## config.mk

```make
export PLATFORM = sky130hd
export DESIGN_NAME = tmr_decoder
export DESIGN_NICKNAME = d
export VERILOG_FILES = /design/src/core/tmr_pkg.sv /design/src/core/tmr_decoder.sv
export VERILOG_INCLUDE_DIRS = /design/src /design/src/core
export SDC_FILE = /design/constraint.sdc
export NUM_CORES = 1
export LEC_CHECK = 0
export BUFFER_PORTS_ARGS = -buffer_cell sky130_fd_sc_hd__buf_2
export CAP_MARGIN = 30
export CORE_ASPECT_RATIO = 2
export CORE_UTILIZATION = 54
export DETAILED_ROUTE_END_ITERATION = 10
export PLACE_DENSITY = 0.77
export SETUP_SLACK_MARGIN = 0.1
export SYNTH_ARGS = -nofsm -noshare
export SYNTH_HDL_FRONTEND = slang
export SYNTH_SLANG_ARGS = --single-unit
```

## constraint.sdc

```tcl
create_clock -name clk_i -period 2.52 [get_ports clk_i]
set_clock_uncertainty 0.15 [all_clocks]
set_input_delay 0.126 -clock clk_i [delete_from_list [all_inputs] [get_ports clk_i]]
set_output_delay 0.126 -clock clk_i [all_outputs]
set_load 0.005 [all_outputs]
```

## src/core/tmr_defines.svh

```systemverilog
// tmr_defines.svh: offsets, field positions, reset values and mark codes
// assumes: included by bare name wherever the tape mark reader needs a number
`ifndef TMR_DEFINES_SVH
`define TMR_DEFINES_SVH

// register byte addresses on the wishbone slave
`define TMR_ADDR_CTRL     4'h0
`define TMR_ADDR_STATUS   4'h4
`define TMR_ADDR_DATA     4'h8

// control register fields
`define TMR_CTRL_MODE_LSB 0
`define TMR_CTRL_MODE_MSB 2
`define TMR_CTRL_REV      3
`define TMR_CTRL_RUN      4
`define TMR_CTRL_BRK_EN   5
`define TMR_CTRL_UNIT_LSB 6
`define TMR_CTRL_UNIT_MSB 8
`define TMR_CTRL_RESET    32'h0000_0000

// status register fields, bits 2:0 are write-one-to-clear
`define TMR_ST_DATA       0
`define TMR_ST_BEND       1
`define TMR_ST_ERR        2
`define TMR_ST_SYNC       3
`define TMR_ST_ENDZONE    4

// six-bit mark codes; pairs are complement obverses of each other
`define TMR_MARK_FWD_BLK  6'h16
`define TMR_MARK_REV_BLK  6'h25
`define TMR_MARK_REV_CSUM 6'h08
`define TMR_MARK_CSUM     6'h3b
// data mark 000111 maps to itself, and unlike 101010 it cannot turn up
// again two shifts into the next data mark with a matching tail
`define TMR_MARK_DATA     6'h07
`define TMR_MARK_END      6'h12

// window and word geometry
`define TMR_WIN_W         8
`define TMR_MARK_W        6
`define TMR_WORD_W        18
`define TMR_SLOT_W        3
`define TMR_MARK_SHIFTS   3'h6
`define TMR_GAP_TAIL      2'h1

`endif

```

## src/core/tmr_pkg.sv

```systemverilog
// tmr_pkg: types shared by the tape mark reader and its surroundings
// assumes: tmr_defines.svh holds every number except the mode codes below
package tmr_pkg;

  // operating modes written by the program
  typedef enum logic [2:0] {
    TMR_MODE_MOVE   = 3'b000,
    TMR_MODE_SEARCH = 3'b001,
    TMR_MODE_READ   = 3'b010,
    TMR_MODE_WRITE  = 3'b011,
    TMR_MODE_WTM    = 3'b100
  } tmr_mode_e;

  // one transport's head signals, all asynchronous to clk_i
  typedef struct packed {
    logic       timing;
    logic       mark;
    logic [2:0] data;
  } tmr_head_s;

  // decoded mark classes
  typedef struct packed {
    logic fwd_blk;
    logic rev_blk;
    logic rev_csum;
    logic csum;
    logic data;
    logic end_mark;
  } tmr_hit_s;

endpackage : tmr_pkg

```

## src/core/tmr_decoder.sv

```systemverilog
// tmr_decoder: read-side mark track decoder and word assembler for a
// small block-formatted bidirectional tape, with a classic wishbone slave
// assumes: head pins are asynchronous and pass two flops; one 200 MHz clock
//
// Behaviour
// in read mode first data flag follows the reverse check sum word
// each later data flag means one new read word waits in the buffer
// check sum mark raises block end flag with check sum in buffer
// exactly one data flag per data word of the block
// no hardware validity check; check sum word passed like any word
// only exact mark patterns are accepted, so one bit error never decodes
// once synced, mark early or missing at six shifts raises error flag
// mode may change at any moment while tape moves
// program allows two word times recovery and recounts words after writes
// one decode table serves both directions via complement obverse marks
// assembly buffer shifts opposite ways for forward and reverse motion
// reverse reading gives words last first with bit content unchanged
// only the end mark ahead of the motion is recognised
// coasting or turning in an end zone is no error
// end mark recognised again after every three bit shift
// in normal modes the end mark stops tape and raises error
// in timing and mark write mode no marks are detected
// marks decoded only from the selected transport
// behaviour independent of block length
// repeated 01 gap codes give neither detections nor errors
// eight bit window; mark taken only if previous mark tail matches
// with break enabled any flag requests a program break
// data and block end flags hold until unload or clear
`timescale 1ns/100ps

`include "tmr_defines.svh"

module tmr_decoder
  import tmr_pkg::*;
#(
  parameter int UNITS = 2  // transports on the shared head bus
) (
  input  wire logic                   clk_i,     // 200 MHz clock
  input  wire logic                   rst_i,     // synchronous reset, high
  // classic wishbone slave
  input  wire logic                   cyc_i,     // bus cycle
  input  wire logic                   stb_i,     // strobe
  input  wire logic                   we_i,      // write enable
  input  wire logic [3:0]             adr_i,     // byte address
  input  wire logic [3:0]             sel_i,     // byte lanes
  input  wire logic [31:0]            dat_i,     // write data
  output logic      [31:0]            dat_o,     // read data
  output logic                        ack_o,     // cycle acknowledge
  // transports
  input  wire tmr_head_s [UNITS-1:0]  heads_i,   // head signals per unit
  output logic                        run_o,     // tape motion request
  output logic                        rev_o,     // reverse motion
  output logic      [2:0]             unit_o,    // selected transport
  output logic                        brk_o      // program break request
);

  // elaboration check: unit field is three bits wide
  if (UNITS < 1 || UNITS > 8) begin : g_bad_units
    $error("tmr_decoder: UNITS must lie in 1..8");
  end

  // control register contents
  logic [2:0]  mode_bits;
  logic        rev;
  logic        run;
  logic        brk_en;
  logic [2:0]  unit;
  tmr_mode_e   mode;

  // flags
  logic        data_flag;
  logic        bend_flag;
  logic        err_flag;

  // decoder state
  logic [`TMR_WIN_W-1:0]   window;
  logic [1:0]              prev_tail;
  logic                    synced;
  logic [2:0]              shift_cnt;
  logic                    in_end_zone;
  logic [`TMR_WORD_W-1:0]  asm_buf;
  logic [`TMR_WORD_W-1:0]  out_word;

  // synchroniser stages for the selected head
  tmr_head_s   head_sel;
  tmr_head_s   sync1;
  tmr_head_s   sync2;
  logic        timing_d;
  logic        strobe;

  // bus decode
  logic        bus_req;
  logic        wr_ctrl;
  logic        wr_status;
  logic        rd_data;
  logic [31:0] next_dat;

  // decode results
  tmr_hit_s    hit;
  logic        legit;
  logic        end_seen;
  logic [2:0]  next_cnt;
  logic        seq_err;
  logic [`TMR_WIN_W-1:0]  next_window;
  logic [`TMR_WORD_W-1:0] next_buf;
  logic        normal_mode;
  logic        detect_en;
  logic        read_mode;

  // exact pattern compare against the single table
  function automatic logic is_mark(input logic [`TMR_MARK_W-1:0] w,
                                   input logic [`TMR_MARK_W-1:0] code);
    is_mark = (w == code);  // see R6
  endfunction : is_mark

  assign mode   = tmr_mode_e'(mode_bits);
  assign run_o  = run;
  assign rev_o  = rev;
  assign unit_o = unit;

  // mode classes; an unknown code counts as abnormal and decodes nothing
  always_comb begin
    normal_mode = 1'b0;
    read_mode   = 1'b0;
    unique case (mode)
      TMR_MODE_MOVE:   normal_mode = 1'b1;
      TMR_MODE_SEARCH: normal_mode = 1'b1;
      TMR_MODE_READ: begin
        normal_mode = 1'b1;
        read_mode   = 1'b1;
      end
      TMR_MODE_WRITE:  normal_mode = 1'b1;
      TMR_MODE_WTM:    normal_mode = 1'b0;
      default:         normal_mode = 1'b0;
    endcase
  end

  // marks are being written in timing-track mode, so nothing decodes
  assign detect_en = normal_mode;

  // pick only the selected transport; others get no protection
  always_comb begin
    head_sel = '0;
    for (int i = 0; i < UNITS; i++) begin
      if (unit == 3'(i)) begin
        head_sel = heads_i[i];
      end
    end
  end

  // two flops before any logic, then a third for the strobe edge
  always_ff @(posedge clk_i) begin
    if (rst_i) begin
      sync1    <= '0;
      sync2    <= '0;
      timing_d <= 1'b0;
    end else begin
      sync1    <= head_sel;
      sync2    <= sync1;
      timing_d <= sync2.timing;
    end
  end

  // timing strobe acts as the bit clock enable
  assign strobe = sync2.timing & ~timing_d;

  // window shifts one mark bit per strobe; reverse reading sees the
  // same bits because of the complement obverse layout
  assign next_window = {window[`TMR_WIN_W-2:0], sync2.mark};

  // decode on the updated window
  always_comb begin
    hit.fwd_blk  = is_mark(next_window[5:0], `TMR_MARK_FWD_BLK);
    hit.rev_blk  = is_mark(next_window[5:0], `TMR_MARK_REV_BLK);
    hit.rev_csum = is_mark(next_window[5:0], `TMR_MARK_REV_CSUM);
    hit.csum     = is_mark(next_window[5:0], `TMR_MARK_CSUM);
    hit.data     = is_mark(next_window[5:0], `TMR_MARK_DATA);
    hit.end_mark = is_mark(next_window[5:0], `TMR_MARK_END);
  end

  // a control mark counts only if the two window bits above it match the tail
  // of the previous mark; the gap tail 01 admits the first block mark
  assign legit = detect_en
               & (next_window[7:6] == prev_tail)
               & (hit.fwd_blk | hit.rev_blk | hit.rev_csum
                  | hit.csum | hit.data);

  // end mark repeats every three bits, so no tail check is possible
  assign end_seen = detect_en & hit.end_mark;  // see R15

  // spacing check: a mark must land on exactly the sixth shift
  assign next_cnt = shift_cnt + 3'h1;
  assign seq_err  = synced & ((legit & (next_cnt != `TMR_MARK_SHIFTS))
                  | (~legit & (next_cnt == `TMR_MARK_SHIFTS)));

  // window and tail tracking
  always_ff @(posedge clk_i) begin
    if (rst_i) begin
      window    <= '0;
      prev_tail <= `TMR_GAP_TAIL;
    end else if (strobe) begin
      window <= next_window;
      if (legit & hit.rev_blk) begin
        prev_tail <= `TMR_GAP_TAIL;
      end else if (legit) begin
        prev_tail <= next_window[1:0];
      end
    end
  end

  // synchronisation: gained at the forward block mark, dropped after
  // the closing block mark so the 0101 gap may run on without error
  always_ff @(posedge clk_i) begin
    if (rst_i) begin
      synced    <= 1'b0;
      shift_cnt <= 3'h0;
    end else if (!detect_en) begin
      synced    <= 1'b0;
      shift_cnt <= 3'h0;
    end else if (strobe) begin
      if (legit & hit.rev_blk) begin
        synced    <= 1'b0;
        shift_cnt <= 3'h0;
      end else if (legit & hit.fwd_blk) begin
        synced    <= 1'b1;
        shift_cnt <= 3'h0;
      end else if (legit | (next_cnt == `TMR_MARK_SHIFTS)) begin
        shift_cnt <= 3'h0;
      end else begin
        shift_cnt <= next_cnt;
      end
    end
  end

  // word assembly: forward shifts left, reverse shifts right with the
  // inverted flux polarity undone, so words keep their written bits
  assign next_buf = rev
                  ? {~sync2.data, asm_buf[`TMR_WORD_W-1:`TMR_SLOT_W]}
                  : {asm_buf[`TMR_WORD_W-`TMR_SLOT_W-1:0], sync2.data};

  // the buffer runs in every mode; no parity or sum is checked here
  always_ff @(posedge clk_i) begin
    if (rst_i) begin
      asm_buf <= '0;
    end else if (strobe) begin
      asm_buf <= next_buf;  // see R5
    end
  end

  // word handed to the program when its mark completes; no word count
  // is kept, so any block length works
  always_ff @(posedge clk_i) begin
    if (rst_i) begin
      out_word <= '0;
    end else if (strobe & legit & read_mode
                 & (hit.rev_csum | hit.data | hit.csum)) begin
      out_word <= next_buf;  // see R19
    end
  end

  // end zone: reloaded at each strobe, high only while the end mark is seen, shown in status only
  always_ff @(posedge clk_i) begin
    if (rst_i) begin
      in_end_zone <= 1'b0;
    end else if (strobe) begin
      in_end_zone <= end_seen;
    end
  end

  // bus request; ack rises one cycle after the strobe and drops after
  assign bus_req   = cyc_i & stb_i & ~ack_o;
  assign wr_ctrl   = bus_req & we_i & (adr_i == `TMR_ADDR_CTRL);
  assign wr_status = bus_req & we_i & (adr_i == `TMR_ADDR_STATUS) & sel_i[0];
  assign rd_data   = bus_req & ~we_i & (adr_i == `TMR_ADDR_DATA);

  // control register; writes land at any time, even mid motion
  always_ff @(posedge clk_i) begin
    if (rst_i) begin
      mode_bits <= 3'(`TMR_CTRL_RESET);
      rev       <= 1'b0;
      run       <= 1'b0;
      brk_en    <= 1'b0;
      unit      <= 3'h0;
    end else begin
      if (wr_ctrl & sel_i[0]) begin
        mode_bits <= dat_i[`TMR_CTRL_MODE_MSB:`TMR_CTRL_MODE_LSB];
        rev       <= dat_i[`TMR_CTRL_REV];
        run       <= dat_i[`TMR_CTRL_RUN];
        brk_en    <= dat_i[`TMR_CTRL_BRK_EN];
      end
      if (wr_ctrl & sel_i[0]) begin
        unit[1:0] <= dat_i[`TMR_CTRL_UNIT_LSB+1:`TMR_CTRL_UNIT_LSB];
      end
      if (wr_ctrl & sel_i[1]) begin
        unit[2] <= dat_i[`TMR_CTRL_UNIT_MSB];
      end
      // the end mark stops the tape; a stopped tape coasting on is
      // not stopped again and raises nothing
      if (strobe & end_seen & run) begin
        run <= 1'b0;  // see R16
      end
    end
  end

  // data flag: set by the reverse check sum word and every data word;
  // set wins over a clear arriving in the same cycle
  always_ff @(posedge clk_i) begin
    if (rst_i) begin
      data_flag <= 1'b0;
    end else if (strobe & legit & read_mode & (hit.rev_csum | hit.data)) begin
      data_flag <= 1'b1;  // see R1, see R2
    end else if (rd_data | (wr_status & dat_i[`TMR_ST_DATA])) begin
      data_flag <= 1'b0;
    end
  end

  // block end flag: check sum word now sits in the buffer
  always_ff @(posedge clk_i) begin
    if (rst_i) begin
      bend_flag <= 1'b0;
    end else if (strobe & legit & read_mode & hit.csum) begin
      bend_flag <= 1'b1;
    end else if (rd_data | (wr_status & dat_i[`TMR_ST_BEND])) begin
      bend_flag <= 1'b0;
    end
  end

  // error flag: mark spacing fault, or running on into the end zone
  always_ff @(posedge clk_i) begin
    if (rst_i) begin
      err_flag <= 1'b0;
    end else if (strobe & (seq_err | (end_seen & run))) begin
      err_flag <= 1'b1;  // see R7, see R16
    end else if (wr_status & dat_i[`TMR_ST_ERR]) begin
      err_flag <= 1'b0;
    end
  end

  // any raised flag asks for a break when enabled
  assign brk_o = brk_en & (data_flag | bend_flag | err_flag);

  // read mux; unmapped addresses read zero and are still acknowledged
  always_comb begin
    next_dat = 32'h0000_0000;
    unique case (adr_i)
      `TMR_ADDR_CTRL: begin
        next_dat[`TMR_CTRL_MODE_MSB:`TMR_CTRL_MODE_LSB] = mode_bits;
        next_dat[`TMR_CTRL_REV]    = rev;
        next_dat[`TMR_CTRL_RUN]    = run;
        next_dat[`TMR_CTRL_BRK_EN] = brk_en;
        next_dat[`TMR_CTRL_UNIT_MSB:`TMR_CTRL_UNIT_LSB] = unit;
      end
      `TMR_ADDR_STATUS: begin
        next_dat[`TMR_ST_DATA]    = data_flag;
        next_dat[`TMR_ST_BEND]    = bend_flag;
        next_dat[`TMR_ST_ERR]     = err_flag;
        next_dat[`TMR_ST_SYNC]    = synced;
        next_dat[`TMR_ST_ENDZONE] = in_end_zone;
      end
      `TMR_ADDR_DATA: begin
        next_dat[`TMR_WORD_W-1:0] = out_word;
      end
      default: next_dat = 32'h0000_0000;
    endcase
  end

  // registered answer, one wait state
  always_ff @(posedge clk_i) begin
    if (rst_i) begin
      ack_o <= 1'b0;
      dat_o <= 32'h0000_0000;
    end else begin
      ack_o <= bus_req;
      dat_o <= bus_req ? next_dat : 32'h0000_0000;
    end
  end

endmodule : tmr_decoder

```

==> Word level (Yosys, flattened, before mapping) <==
Index checks and enable logic that the tools add are counted.
{ "totals": {"register_bits": 106, "input_bits": 55, "out_inout_bits": 39, "wordCells": 131} }
{ "op_classes": {"n_addsub": 1, "eq_ne": 15, "n_mux": 20, "bitwise_logic": 53, "reduce_logical": 15} }
{ "op_table": {"columns": ["operator", "count"], "rows": [
  ["$and A1 B1 Y1", 32],
  ["$mux W18", 1],
  ["$pmux W5 S3", 1],
  ["$or A1 B1 Y1", 13],
  ["$eq A6 B5 Y1 const B", 2],
  ["$eq A6 B6 Y1 const B", 2],
  ["$mux W1", 10],
  ["$mux W5", 2],
  ["$reduce_bool A2 Y1", 5],
  ["$mux W3", 3],
  ["$pmux W4 S2", 1],
  ["$not A1 Y1", 7],
  ["$eq A3 B1 Y1 const B", 2],
  ["$eq A3 B2 Y1 const B", 2],
  ["$eq A6 B3 Y1 const B", 1],
  ["$eq A6 B4 Y1 const B", 1],
  ["$logic_not A3 Y1", 2],
  ["$reduce_or A2 Y1", 3],
  ["$eq A4 B3 Y1 const B", 1],
  ["$eq A4 B4 Y1 const B", 1],
  ["$logic_not A4 Y1", 1],
  ["$mux W2", 2],
  ["$reduce_and A2 Y1", 2],
  ["$reduce_or A4 Y1", 1],
  ["6 further kinds", 6]
]} }

==> Longest topological paths before layout <==
Gate-level depths: netlist of the first run.
{ "logic_depth": {"word_depth": 13, "mapped_depth": 9, "depth_no_buf": 8} }

==> Least setup slack after synthesis of the first run <==
Ideal clock, no wire load.
{ "synth_path": {"path_type": "reg-to-reg", "startpoint": "register window[2]", "endpoint": "register shift_cnt[1]", "setup_time_ps": 70, "arrival_time_ps": 1649, "required_ps": 2300, "path_slack_ps": 651, "stages_incl_launch_ff": 10, "path_buffers": 1, "period_less_slack_ps": 1869, "cell_sequence": "dfxtp_1 -> buf_6 -> and4b_1 -> o21ai_0 -> nand3_1 -> nand2b_1 -> ha_1 -> nor3b_1 -> o21ai_0 -> a21oi_1"} }
{ "synth_via": {"elab_chain_len": 10, "word_cells_on_any_way": 16, "classes_between": "eq/ne (5); mux (3); bitwise (8)"} }
{ "synth_lines": {"columns": ["item", "line", "rtl"], "rows": [
  ["from (decl)", "tmr_decoder.sv:76", "logic [`TMR_WIN_W-1:0] window;"],
  ["from (signal assigned)", "tmr_decoder.sv:202", "window <= next_window;"],
  ["$eq A6 B5 Y1 or $eq A6 B6 Y1 (tied branches)", "tmr_decoder.sv:113", "is_mark = (w == code);"],
  ["$or A1 B1 Y1 (2 in a row)", "tmr_decoder.sv:185", "& (hit.fwd_blk | hit.rev_blk | hit.rev_csum"],
  ["$or A1 B1 Y1 (2 in a row)", "tmr_decoder.sv:186", "| hit.csum | hit.data);"],
  ["$and A1 B1 Y1", "tmr_decoder.sv:185", null],
  ["$or A1 B1 Y1", "tmr_decoder.sv:227", "end else if (legit | (next_cnt == `TMR_MARK_SHIFTS)) begin"],
  ["$mux W3", "tmr_decoder.sv:227", null],
  ["$mux W3", "tmr_decoder.sv:224", "end else if (legit & hit.fwd_blk) begin"],
  ["$mux W3 (*)", "tmr_decoder.sv:221", "if (legit & hit.rev_blk) begin"],
  ["to (signal assigned)", "tmr_decoder.sv:230", "shift_cnt <= next_cnt;"],
  ["to (decl)", "tmr_decoder.sv:79", "logic [2:0] shift_cnt;"]
]} }
Every way passes the cells marked *; elsewhere a longest branch is shown, timed or not.
A chain may end at the register's enable or synchronous reset.

==> Worst setup path in the final report of the first run <==
{ "layout_path": {"startpoint": "input port stb_i", "endpoint": "register unit[2], in the netlist unit_o[2]"} }
{ "layout_via": {"elab_chain_len": 5} }
{ "layout_lines": {"columns": ["item", "line", "rtl"], "rows": [
  ["from (decl)", "tmr_decoder.sv:42", "input wire logic stb_i,"],
  ["$and A1 B1 Y1 (2 in a row)", "tmr_decoder.sv:271", "assign bus_req = cyc_i & stb_i & ~ack_o;"],
  ["$and A1 B1 Y1 (2 in a row)", "tmr_decoder.sv:272", "assign wr_ctrl = bus_req & we_i & (adr_i == `TMR_ADDR_CTRL);"],
  ["$and A1 B1 Y1", "tmr_decoder.sv:294", "if (wr_ctrl & sel_i[1]) begin"],
  ["to (signal assigned)", "tmr_decoder.sv:295", "unit[2] <= dat_i[`TMR_CTRL_UNIT_MSB];"],
  ["to (decl)", "tmr_decoder.sv:67", "logic [2:0] unit;"]
]} }
Every way passes these cells.

==> out/results.txt, run 1 <==
Net Sw Frac: 22.4%
Relative slew margins: 65.7%
ANT nets after route: 0
hold path start: dat_i[4]
setup slack after placement: 0.335 ns
period utilization: 96.7%
register area share after synthesis: 44.2%
most frequent cell after synthesis: dfxtp_1
dominant cells by area after synthesis: dfxtp_1 44%, mux2i_1 8.7%, nor2_1 5.7%
clk sinks: 92
row cnt: 45
crit-path cells: dlygate4sd3_1 > buf_2 > and4b_2 > nand3_2 > mux2i_1 > dlygate4sd3_1 > nor2_1 > dlygate4sd3_1
Worst path slowest cell: dlygate4sd3_1
status: finished, final reports clean
Vias/cell: 5.40
critical-path maximum fanout: 3
final worst path period need: 2.44 ns
P_int: 0.00234 W
CTS tree: built
syn avg cell area: 9.46 um^2
highest clock rate: 410 MHz
# port buffers: 54
clock latency on the worst-skew pair: 0.34 ns
flops & latches, synth: 92
FF-to-FF path depth: 6
H-tree levels: 3
CP startpoint kind: input pin
number of nets in the layout: 565
CTS clock-pin slew for the worst setup and hold paths: 0.06 ns
Critical Path AT: 2.51 ns
largest net degree at the start of global routing: 26
Pleak: 2.07 nW
cell mode on critical path: dlygate4sd3_1
max-slew violation count: 0
vias in the first global route: 3255
io pins: 94
Mapped Area: 4160 um^2
NetSw: 0.000676 W
R2R Path Start: ack_o$_SDFF_PP0_
CP Data Required Time: 2.60 ns
DRC viols: 0
via count: 3271
n_diodes: 0
Clock power frac: 43.2%
RSZ-0062 raised after global routing: yes
fraction of layout cells with a size suffix above 1: 20.5%
Final GP Congestion: 0.927
die width: 64.1 um
Synth cell types: 53
Pwr Density: 612 nW/um^2
Max stage delay on crit path: 0.57 ns
top cell type's share of synthesized area: 44.2%
final cell utilization of the core: 65.3%
GRT Total Usage: 24.5%
CTS Buf Count: 9
Yosys Warn Count: 0
number of antenna violations at the first check in global routing: 0
Synth async-reset ratio: 0%
worst-case vdd ir drop: 351 uV
Routed WL per cell: 15.5 um
CP endpoint kind: register
Post-synth EDFFs: 0
Initial DRC Count: 161
Synth area leader: dfxtp_1
setup_tns: 0 ns
die area: 8090 um^2
maxcap violations: 0
final WL: 9.37 mm
first-pass GRT wire length: 15.0 mm
fillers: 622
combinational share of power: 6.6%
hold depth: 3
area grow syn2layout: 18.2%
worst hold-check path type: input pin to register
Crit Path Category: input pin to register
Worst-Margin Slew: 0.514 ns
CTS Buffer Depth: 2
Crit. Startpoint: stb_i
Setup WS post-layout: 0.0820 ns
Placed Cells: 564
Initial Util: 55.2%
leading register cell type out of synthesis: dfxtp_1
part of the power in registers: 50.1%
Pre-Repair DR Iteration Count: 4
Final setup viols: 0
Post-CTS Setup Repair Bufs: 0
GR Overflow Total: 0
Die H: 126 um
dpl hpwl: 6.45 mm
root buffer cell: clkbuf_16
Final Non-Filler Cells: 606
Core ar.: 7540 um^2
Post-synth top cells: 92 x dfxtp_1, 63 x nor2_1, 36 x mux2i_1
cells after synthesis: 440
final hold violation count: 0
placed cells by master (no fill, tap or decap), drive strengths merged, types with 14 or more instances in the layout:
cell,n
a211oi,16
mux2i,36
conb,14
mux2,16
nor2b,25
a21oi,22
nor2,63
dlygate4sd3,26
nand2,33
dfxtp,92
buf,63
worst max-delay path, delay by kind of cell:
| family | cells | cell delay (ns) |
|---|---|---|
| muxes | 1 | 0.16 |
| and+or+nand+nor | 3 | 0.46 |
| buffers and inverters | 4 | 1.76 |
cell type report:
cell class | count | area, um^2 | share of cell area, %
Clock buffer | 11 | 233 | 4.73
Clock inverter | 5 | 52.6 | 1.07
Inverter | 6 | 22.5 | 0.457
Multi-Input combinational cell | 309 | 2050 | 41.7
Sequential cell | 92 | 1850 | 37.5
Tap cell | 94 | 118 | 2.39
Timing Repair Buffer | 89 | 598 | 12.1
metal layers:
layer,track usage [%],wire length (um)
met5,0,0
met4,14.9,364
met3,4.44,265
met2,47.3,5310
met1,22.7,3440
final timing paths:
| kind | end | slack, ns |
|---|---|---|
| setup / recovery | unit_o[2]$_SDFFE_PP0P_ | 0.08 |
| hold / removal | run_o$_SDFFE_PP0P_ | 0.02 |
| setup reg to reg | unit_o[2]$_SDFFE_PP0P_ | 0.13 |
| hold reg to reg | sync2[2]$_SDFF_PP0_ | 0.29 |
sequential cells by signal, indices dropped and copies added, names as in the netlist, 2 cells and up:
| signal | cells |
|---|---|
| asm_buf | 18 |
| dat_o | 18 |
| out_word | 18 |
| window | 7 |
| sync1 | 5 |
| sync2 | 4 |
| mode | 3 |
| shift_cnt | 3 |
| unit_o | 3 |
| prev_tail | 2 |
cells by family (layout without fill, tap and decap cells):
family                     after synthesis  in the layout  synth area share (%)
AOI/OAI and AO/OA                       66             66                  10.5
adders and majority gates                3              3                 0.902
other                                    1             14                0.0901
muxes                                   52             52                  13.6
buffers and inverters                   52            111                  7.81
and+or+nand+nor                        172            172                  22.5
xor gates and xnor gates                 2              2                 0.421
DFF                                     92             92                  44.2
what timing repair did:
action                                  CTS  global route
endpoints found under the setup margin    0             2
hold buffers                             26             0
hold endpoints to repair                 15             0
resized for setup                         0             5
per-stage QoR:
step                      power, W  instance area, um^2  hold slack (ns)
final                      0.00301                 4920           0.0220
after global routing       0.00311                 4920           0.0253
after CTS                  0.00303                 4910           0.0104
after detailed placement   0.00171                 4370            0.213
after global placement     0.00171                 4370            0.207
after floorplan            0.00167                 4210            0.120
power groups by stage:
| stage | registers (W) | logic, W | clock network (W) |
|---|---|---|---|
| 6_report | 0.00151 | 0.000200 | 0.00130 |
| 5_1_grt | 0.00151 | 0.000221 | 0.00138 |
| 4_1_cts | 0.00151 | 0.000198 | 0.00133 |
| 3_5_place_dp | 0.00154 | 0.000171 | 0 |
| 3_3_place_gp | 0.00154 | 0.000167 | 0 |
| 2_1_floorplan | 0.00153 | 0.000140 | 0 |
No activity file was read; power rests on OpenSTA's default activity.
==> inputs of run 2 (changes only) <==
Settings changed: CELL_PAD_IN_SITES_DETAIL_PLACEMENT from default to 0, CELL_PAD_IN_SITES_GLOBAL_PLACEMENT from default to 1, CORE_UTILIZATION 54 to 41.
==> run 2 against run 1 <==
Flip-flop and latch count did not move. Clock-buffer cell count is 2 lower. Via count decreased by 3.1%. Final cell count increased by 5.4%. First-iteration DRC count shrank 33%. Register-to-register slack better by 0.22 ns. Total power grew 4.2%. Maximum frequency is 12% higher. Worst hold slack improved by 0.049 ns. Largest power group unchanged.
==> out/results.txt, run 2 (synthesis gave the netlist of run 1 again) <==
GRT Total Usage: 17.4% (was 24.5%)
commonest non-fill, non-tap cell in the layout: dfxtp_1 (unchanged)
most frequent cells in the layout: 92 x dfxtp_1, 63 x nor2_1, 54 x buf_2, 36 x mux2i_1, 33 x nand2_1 (was 89 x dfxtp_1, 63 x nor2_1, 54 x buf_2, 36 x mux2i_1, 33 x nand2_1)
final hold violation count: 0 (unchanged)
number of nets in the layout: 560 (was 565)
GR peak layer: met2 (unchanged)
first-pass GRT wire length: 13.8 mm (was 15.0 mm)
Routed WL per cell: 13.7 um (was 15.5 um)
status: finished, final reports clean (unchanged)
Crit path max-delay family: simple AND/OR/NAND/NOR gates (was buffers and inverters)
area of the multi-input gates: 2050 um^2 (about the same)
RSZ-0062 raised after global routing: no (was yes)
n_diodes: 0 (unchanged)
met2 Track Usage GR: 32.3% (was 47.3%)
Initial DRC Count: 108 (was 161)
CTS tree: built (unchanged)
Core ar.: 9830 um^2 (was 7540 um^2)
Final Cell Area: 4960 um^2 (was 4920 um^2)
Post-CTS Setup Repair Bufs: 0 (unchanged)
max-slew violation count: 0 (unchanged)
CTS Buffer Depth: 2 (unchanged)
die width: 73.3 um (was 64.1 um)
Pre-Repair DR Iteration Count: 5 (was 4)
Top Registers: asm_buf (18), dat_o (18), out_word (18) (unchanged)
period utilization: 86.3% (was 96.7%)
critical-path maximum fanout: 11 (was 3)
Vias/cell: 4.96 (was 5.40)
ANT nets after route: 0 (unchanged)
H-tree levels: 3 (unchanged)
fraction of layout cells with a size suffix above 1: 19.7% (was 20.5%)
worst-case vdd ir drop: 383 uV (was 351 uV)
CTS clock-pin slew for the worst setup and hold paths: 0.06 ns (about the same)
Max stage delay on crit path: 0.53 ns (was 0.57 ns)
final WL: 8.74 mm (was 9.37 mm)
Crit Path Category: register to register (was input pin to register)
final worst path period need: 2.17 ns (was 2.44 ns)
largest net degree at the start of global routing: 41 (was 26)
Setup WS post-layout: 0.346 ns (was 0.0820 ns)
hold depth: 4 (was 3)
die area: 10600 um^2 (was 8090 um^2)
via count: 3171 (was 3271)
Worst path slowest cell: dfxtp_1 (was dlygate4sd3_1)
setup slack after placement: 0.327 ns (was 0.335 ns)
vias in the first global route: 2990 (was 3255)
number of antenna violations at the first check in global routing: 0 (unchanged)
worst hold-check path type: input pin to register (unchanged)
Critical Path AT: 2.29 ns (was 2.51 ns)
crit-path cells: and4b_1 > o211ai_1 > nand3_1 > nand2b_1 > ha_1 > nor3b_1 > o21ai_0 > a21oi_1 (was dlygate4sd3_1 > buf_2 > and4b_2 > nand3_2 > mux2i_1 > dlygate4sd3_1 > nor2_1 > dlygate4sd3_1)
dpl hpwl: 6.27 mm (was 6.45 mm)
highest clock rate: 460 MHz (was 410 MHz)
Pwr Density: 633 nW/um^2 (was 612 nW/um^2)
met1 Track Usage GR: 17.7% (was 22.7%)
Buf+Inv Stages, Crit Path: 0 (was 4)
# port buffers: 54 (unchanged)
GR Overflow Total: 0 (unchanged)
area grow syn2layout: 19.1% (was 18.2%)
setup_tns: 0 ns (unchanged)
clock latency on the worst-skew pair: 0.34 ns (about the same)
io pins: 94 (unchanged)
Pleak: 2.05 nW (was 2.07 nW)
row cnt: 51 (was 45)
CP endpoint kind: register (unchanged)
Final setup viols: 0 (unchanged)
clk sinks: 92 (unchanged)
root buffer cell: clkbuf_16 (unchanged)
CP Depth: 8 (unchanged)
Final GP Congestion: 0.793 (was 0.927)
CTS Buf Count: 9 (unchanged)
DRC viols: 0 (unchanged)
Die H: 145 um (was 126 um)
FF-to-FF path depth: 8 (was 6)
FF+latch area: 1840 um^2 (was 1850 um^2)
CP Data Required Time: 2.63 ns (was 2.60 ns)
Initial Util: 42.4% (was 55.2%)
maxcap violations: 0 (unchanged)
area post-placement: 4390 um^2 (was 4370 um^2)
fillers: 953 (was 622)
CP startpoint kind: register (was input pin)
GR Util met3: 3.28% (was 4.44%)
==> run 2: changes by cell type in the layout (fill, tap and decap cells not counted), moves of 2 or more <==
cell	delta
dlygate4sd3_1	-2
clkinv_2	-2
dfxtp_1	+3
dfxtp_2	-3
buf_4	-3
inv_6	+2
clkbuf_1	-2
==> run 2: per-layer routing <==
| metal | routed length (um) | vias up |
|---|---|---|
| li1 | - | 1613 |
| met1 | 3430 | 1474 |
| met2 | 4770 | 72 |
| met3 | 305 | 12 |
| met4 | 232 | 0 |
| met5 | 0 | - |
==> run 2: cell type report <==
cell class              count  share of cell area [%]
clock buffers               9                    4.54
clock inverters             7                    1.97
inverters                   6                   0.454
multi-input cells         309                    41.3
flip-flops and latches     92                    37.2
well taps                 132                    3.33
repair buffers             84                    11.2
==> run 2: worst register-to-register path: stages, from the launching register on <==
cell	delay (ns)
dfxtp_1	0.53
and4b_1	0.24
o211ai_1	0.32
nand3_1	0.16
nand2b_1	0.10
ha_1	0.16
nor3b_1	0.17
o21ai_0	0.12
a21oi_1	0.14
==> run 2: report_power, final <==
group	internal, W	total (W)	switching, W
Clock	0.000874	0.00144	0.000564
Combinational	0.0000888	0.000195	0.000106
Sequential	0.00148	0.00151	0.0000225
Total	0.00245	0.00314	0.000693
==> run 2: final timing paths <==
| check | startpoint | to | slack (ns) |
|---|---|---|---|
| max | window[1]$_SDFFE_PP0P_ | shift_cnt[1]$_SDFFE_PP0P_ | 0.35 |
| min | adr_i[2] | dat_o[1]$_SDFF_PP0_ | 0.07 |
| max reg2reg | window[1]$_SDFFE_PP0P_ | shift_cnt[1]$_SDFFE_PP0P_ | 0.35 |
| min reg2reg | sync1[2]$_SDFF_PP0_ | sync2[2]$_SDFF_PP0_ | 0.29 |
==> run 2: through the flow <==
stage / power [W] / utilization, % / hold WS, ns / cells
floorplan: 0.00167 / - / 0.120 / 453
global placement: 0.00171 / 44.7 / 0.207 / 599
detailed placement: 0.00171 / 44.7 / 0.217 / 599
CTS: 0.00318 / 50.4 / 0.0558 / 639
global route: 0.00326 / 50.4 / 0.0920 / 639
finish: 0.00314 / 50.4 / 0.0714 / 639
==> run 2: repair_timing <==
item / in CTS / in global routing
setup endpoints to repair: 0 / 5
hold endpoints to repair: 17 / 0
resized for setup: 0 / 2
hold buffers: 24 / 0
==> inputs of run 3 (changes only) <==
Settings changed: CELL_PAD_IN_SITES_DETAIL_PLACEMENT 0 to 1.
==> run 3 against run 2 <==
Final cell count is 0.16% lower. Maximum frequency is 3.2% lower. Total power increased by 2.4%. Non-clock buffer count decreased by 1. Global-route usage grew 2.4 points. Register-to-register slack got worse by 0.03 ns. Critical path depth is 1 lower. Sequential share of layout area did not move. Die area stayed put. Core utilization stayed put.
==> out/results.txt, run 3 (synthesis gave the netlist of run 1 again) <==
status: finished, final reports clean (unchanged)
CP startpoint kind: input pin (was register)
max-slew violation count: 0 (unchanged)
Worst path slowest cell: dlygate4sd3_1 (was dfxtp_1)
Final Non-Filler Cells: 638 (was 639)
CTS clock-pin slew for the worst setup and hold paths: 0.07 ns (was 0.06 ns)
first-pass GRT wire length: 15.9 mm (was 13.8 mm)
DRC viols: 0 (unchanged)
die area: 10600 um^2 (unchanged)
Max stage delay on crit path: 0.55 ns (was 0.53 ns)
R2R Path End: shift_cnt[1]$_SDFFE_PP0P_ (unchanged)
CTS resizes: 0 (unchanged)
Worst-Margin Slew: 0.479 ns
setup_tns: 0 ns (unchanged)
CTS Buf Count: 9 (unchanged)
cts hold-fix bufs: 23 (was 24)
Hold Path Sink: dat_o[0]$_SDFF_PP0_ (was dat_o[1]$_SDFF_PP0_)
cell mode on critical path: dlygate4sd3_1
Initial Util: 42.4% (unchanged)
NetSw: 0.000736 W (was 0.000693 W)
Initial DRC Count: 116 (was 108)
hold depth: 4 (unchanged)
area grow syn2layout: 19.1% (unchanged)
Routed WL per cell: 15.7 um (was 13.7 um)
Top Registers: asm_buf (18), dat_o (18), out_word (18) (unchanged)
crit-path cells: dlygate4sd3_1 > buf_2 > nand2_1 > dlygate4sd3_1 > nor3_1 > and3_1 > a22o_1 (was and4b_1 > o211ai_1 > nand3_1 > nand2b_1 > ha_1 > nor3b_1 > o21ai_0 > a21oi_1)
combinational share of power: 6.3% (was 6.2%)
number of antenna violations at the first check in global routing: 0 (unchanged)
Pre-Repair DR Iteration Count: 4 (was 5)
R2R Setup Slk: 0.32 ns (was 0.35 ns)
hold path start: adr_i[2] (unchanged)
number of nets in the layout: 559 (was 560)
period utilization: 89.1% (was 86.3%)
Die H: 145 um (unchanged)
root buffer cell: clkbuf_16 (unchanged)
Net Sw Frac: 22.9% (was 22.1%)
CTS tree: built (unchanged)
worst hold-check path type: input pin to register (unchanged)
final WL: 10.0 mm (was 8.74 mm)
maxcap violations: 0 (unchanged)
Critical Path AT: 2.38 ns (was 2.29 ns)
GR Overflow Total: 0 (unchanged)
critical-path maximum fanout: 13 (was 11)
FF-to-FF path depth: 8 (unchanged)
clock latency on the worst-skew pair: 0.34 ns (about the same)
commonest non-fill, non-tap cell in the layout: dfxtp_1 (unchanged)
CP endpoint kind: register (unchanged)
P_int: 0.00248 W (was 0.00245 W)
Clock power frac: 46.8% (was 45.8%)
Post-CTS Setup Repair Bufs: 0 (unchanged)
vias in the first global route: 3380 (was 2990)
io pins: 94 (unchanged)
Crit Path Category: input pin to register (was register to register)
most frequent cells in the layout: 92 x dfxtp_1, 63 x nor2_1, 54 x buf_2, 36 x mux2i_1, 33 x nand2_1 (unchanged)
clk sinks: 92 (unchanged)
worst-case vdd ir drop: 322 uV (was 383 uV)
CTS Buffer Depth: 2 (unchanged)
Relative slew margins: 67.2%
fillers: 1172 (was 953)
Final setup viols: 0 (unchanged)
H-tree levels: 3 (unchanged)
final worst path period need: 2.25 ns (was 2.17 ns)
R2R Path Start: window[1]$_SDFFE_PP0P_ (unchanged)
dpl hpwl: 7.05 mm (was 6.27 mm)
# port buffers: 54 (unchanged)
final hold violation count: 0 (unchanged)
Core ar.: 9830 um^2 (unchanged)
Final GP Congestion: 0.793 (unchanged)
highest clock rate: 445 MHz (was 460 MHz)
part of the power in registers: 46.9% (was 48.0%)
via count: 3279 (was 3171)
Placed Cells: 599 (unchanged)
RSZ-0062 raised after global routing: no (unchanged)
CP Data Required Time: 2.66 ns (was 2.63 ns)
largest net degree at the start of global routing: 41 (unchanged)
die width: 73.3 um (unchanged)
ANT nets after route: 0 (unchanged)
fraction of layout cells with a size suffix above 1: 19.6% (was 19.7%)
Pleak: 2.05 nW (about the same)
Pwr Density: 649 nW/um^2 (was 633 nW/um^2)
n_diodes: 0 (unchanged)
GRT Total Usage: 19.9% (was 17.4%)
Vias/cell: 5.14 (was 4.96)
row cnt: 51 (unchanged)
-- run 3: final cells by class --
| class | instances | area (um^2) | area share (%) |
|---|---|---|---|
| Multi-Input combinational cell | 309 | 2050 | 41.3 |
| Sequential cell | 92 | 1840 | 37.2 |
| Timing Repair Buffer | 83 | 546 | 11.0 |
| Clock buffer | 10 | 239 | 4.82 |
| Tap cell | 132 | 165 | 3.33 |
| Clock inverter | 6 | 95.1 | 1.92 |
| Inverter | 6 | 22.5 | 0.454 |
-- run 3: worst max-delay path: cells and delay by family --
family | cells | cell delay [ns]
simple gates | 3 | 0.84
buf+inv | 3 | 1.19
compound gates | 1 | 0.22
-- run 3: power by group through the flow --
| stage | Clock, W | Combinational [W] | Sequential [W] |
|---|---|---|---|
| floorplan | 0 | 0.000140 | 0.00153 |
| global placement | 0 | 0.000168 | 0.00154 |
| detailed placement | 0 | 0.000175 | 0.00154 |
| CTS | 0.00153 | 0.000202 | 0.00151 |
| global route | 0.00158 | 0.000224 | 0.00151 |
| finish | 0.00151 | 0.000201 | 0.00151 |
-- run 3: how the worst max path moves through the flow --
| stage | from | end | slack, ns |
|---|---|---|---|
| 3_3_place_gp | window[2]$_SDFFE_PP0P_ | shift_cnt[1]$_SDFFE_PP0P_ | 0.36 |
| 6_report | stb_i | dat_o[6]$_SDFF_PP0_ | 0.27 |
| 3_5_place_dp | window[1]$_SDFFE_PP0P_ | shift_cnt[1]$_SDFFE_PP0P_ | 0.31 |
| 4_1_cts | stb_i | dat_o[6]$_SDFF_PP0_ | 0.25 |
| 2_1_floorplan | window[2]$_SDFFE_PP0P_ | shift_cnt[1]$_SDFFE_PP0P_ | 0.65 |
| 5_1_grt | stb_i | dat_o[6]$_SDFF_PP0_ | 0.12 |
-- run 3: metal layers --
metal,track usage (%),routed length (um),vias up
met4,8.05,161,0
li1,-,-,1611
met2,39.4,5820,67
met1,19.3,3790,1588
met5,0,0,-
met3,3.41,265,13
-- run 3: per-stage QoR --
step / hold slack, ns / worst slack, ns / total power [W] / area [um^2] / utilization, %
2_1_floorplan: 0.120 / 0.651 / 0.00167 / 4210 / -
3_3_place_gp: 0.207 / 0.359 / 0.00171 / 4390 / 44.7
3_5_place_dp: 0.218 / 0.314 / 0.00171 / 4390 / 44.7
4_1_cts: 0.0675 / 0.255 / 0.00324 / 4960 / 50.4
5_1_grt: 0.103 / 0.115 / 0.00332 / 4960 / 50.4
6_report: 0.0832 / 0.274 / 0.00322 / 4960 / 50.4
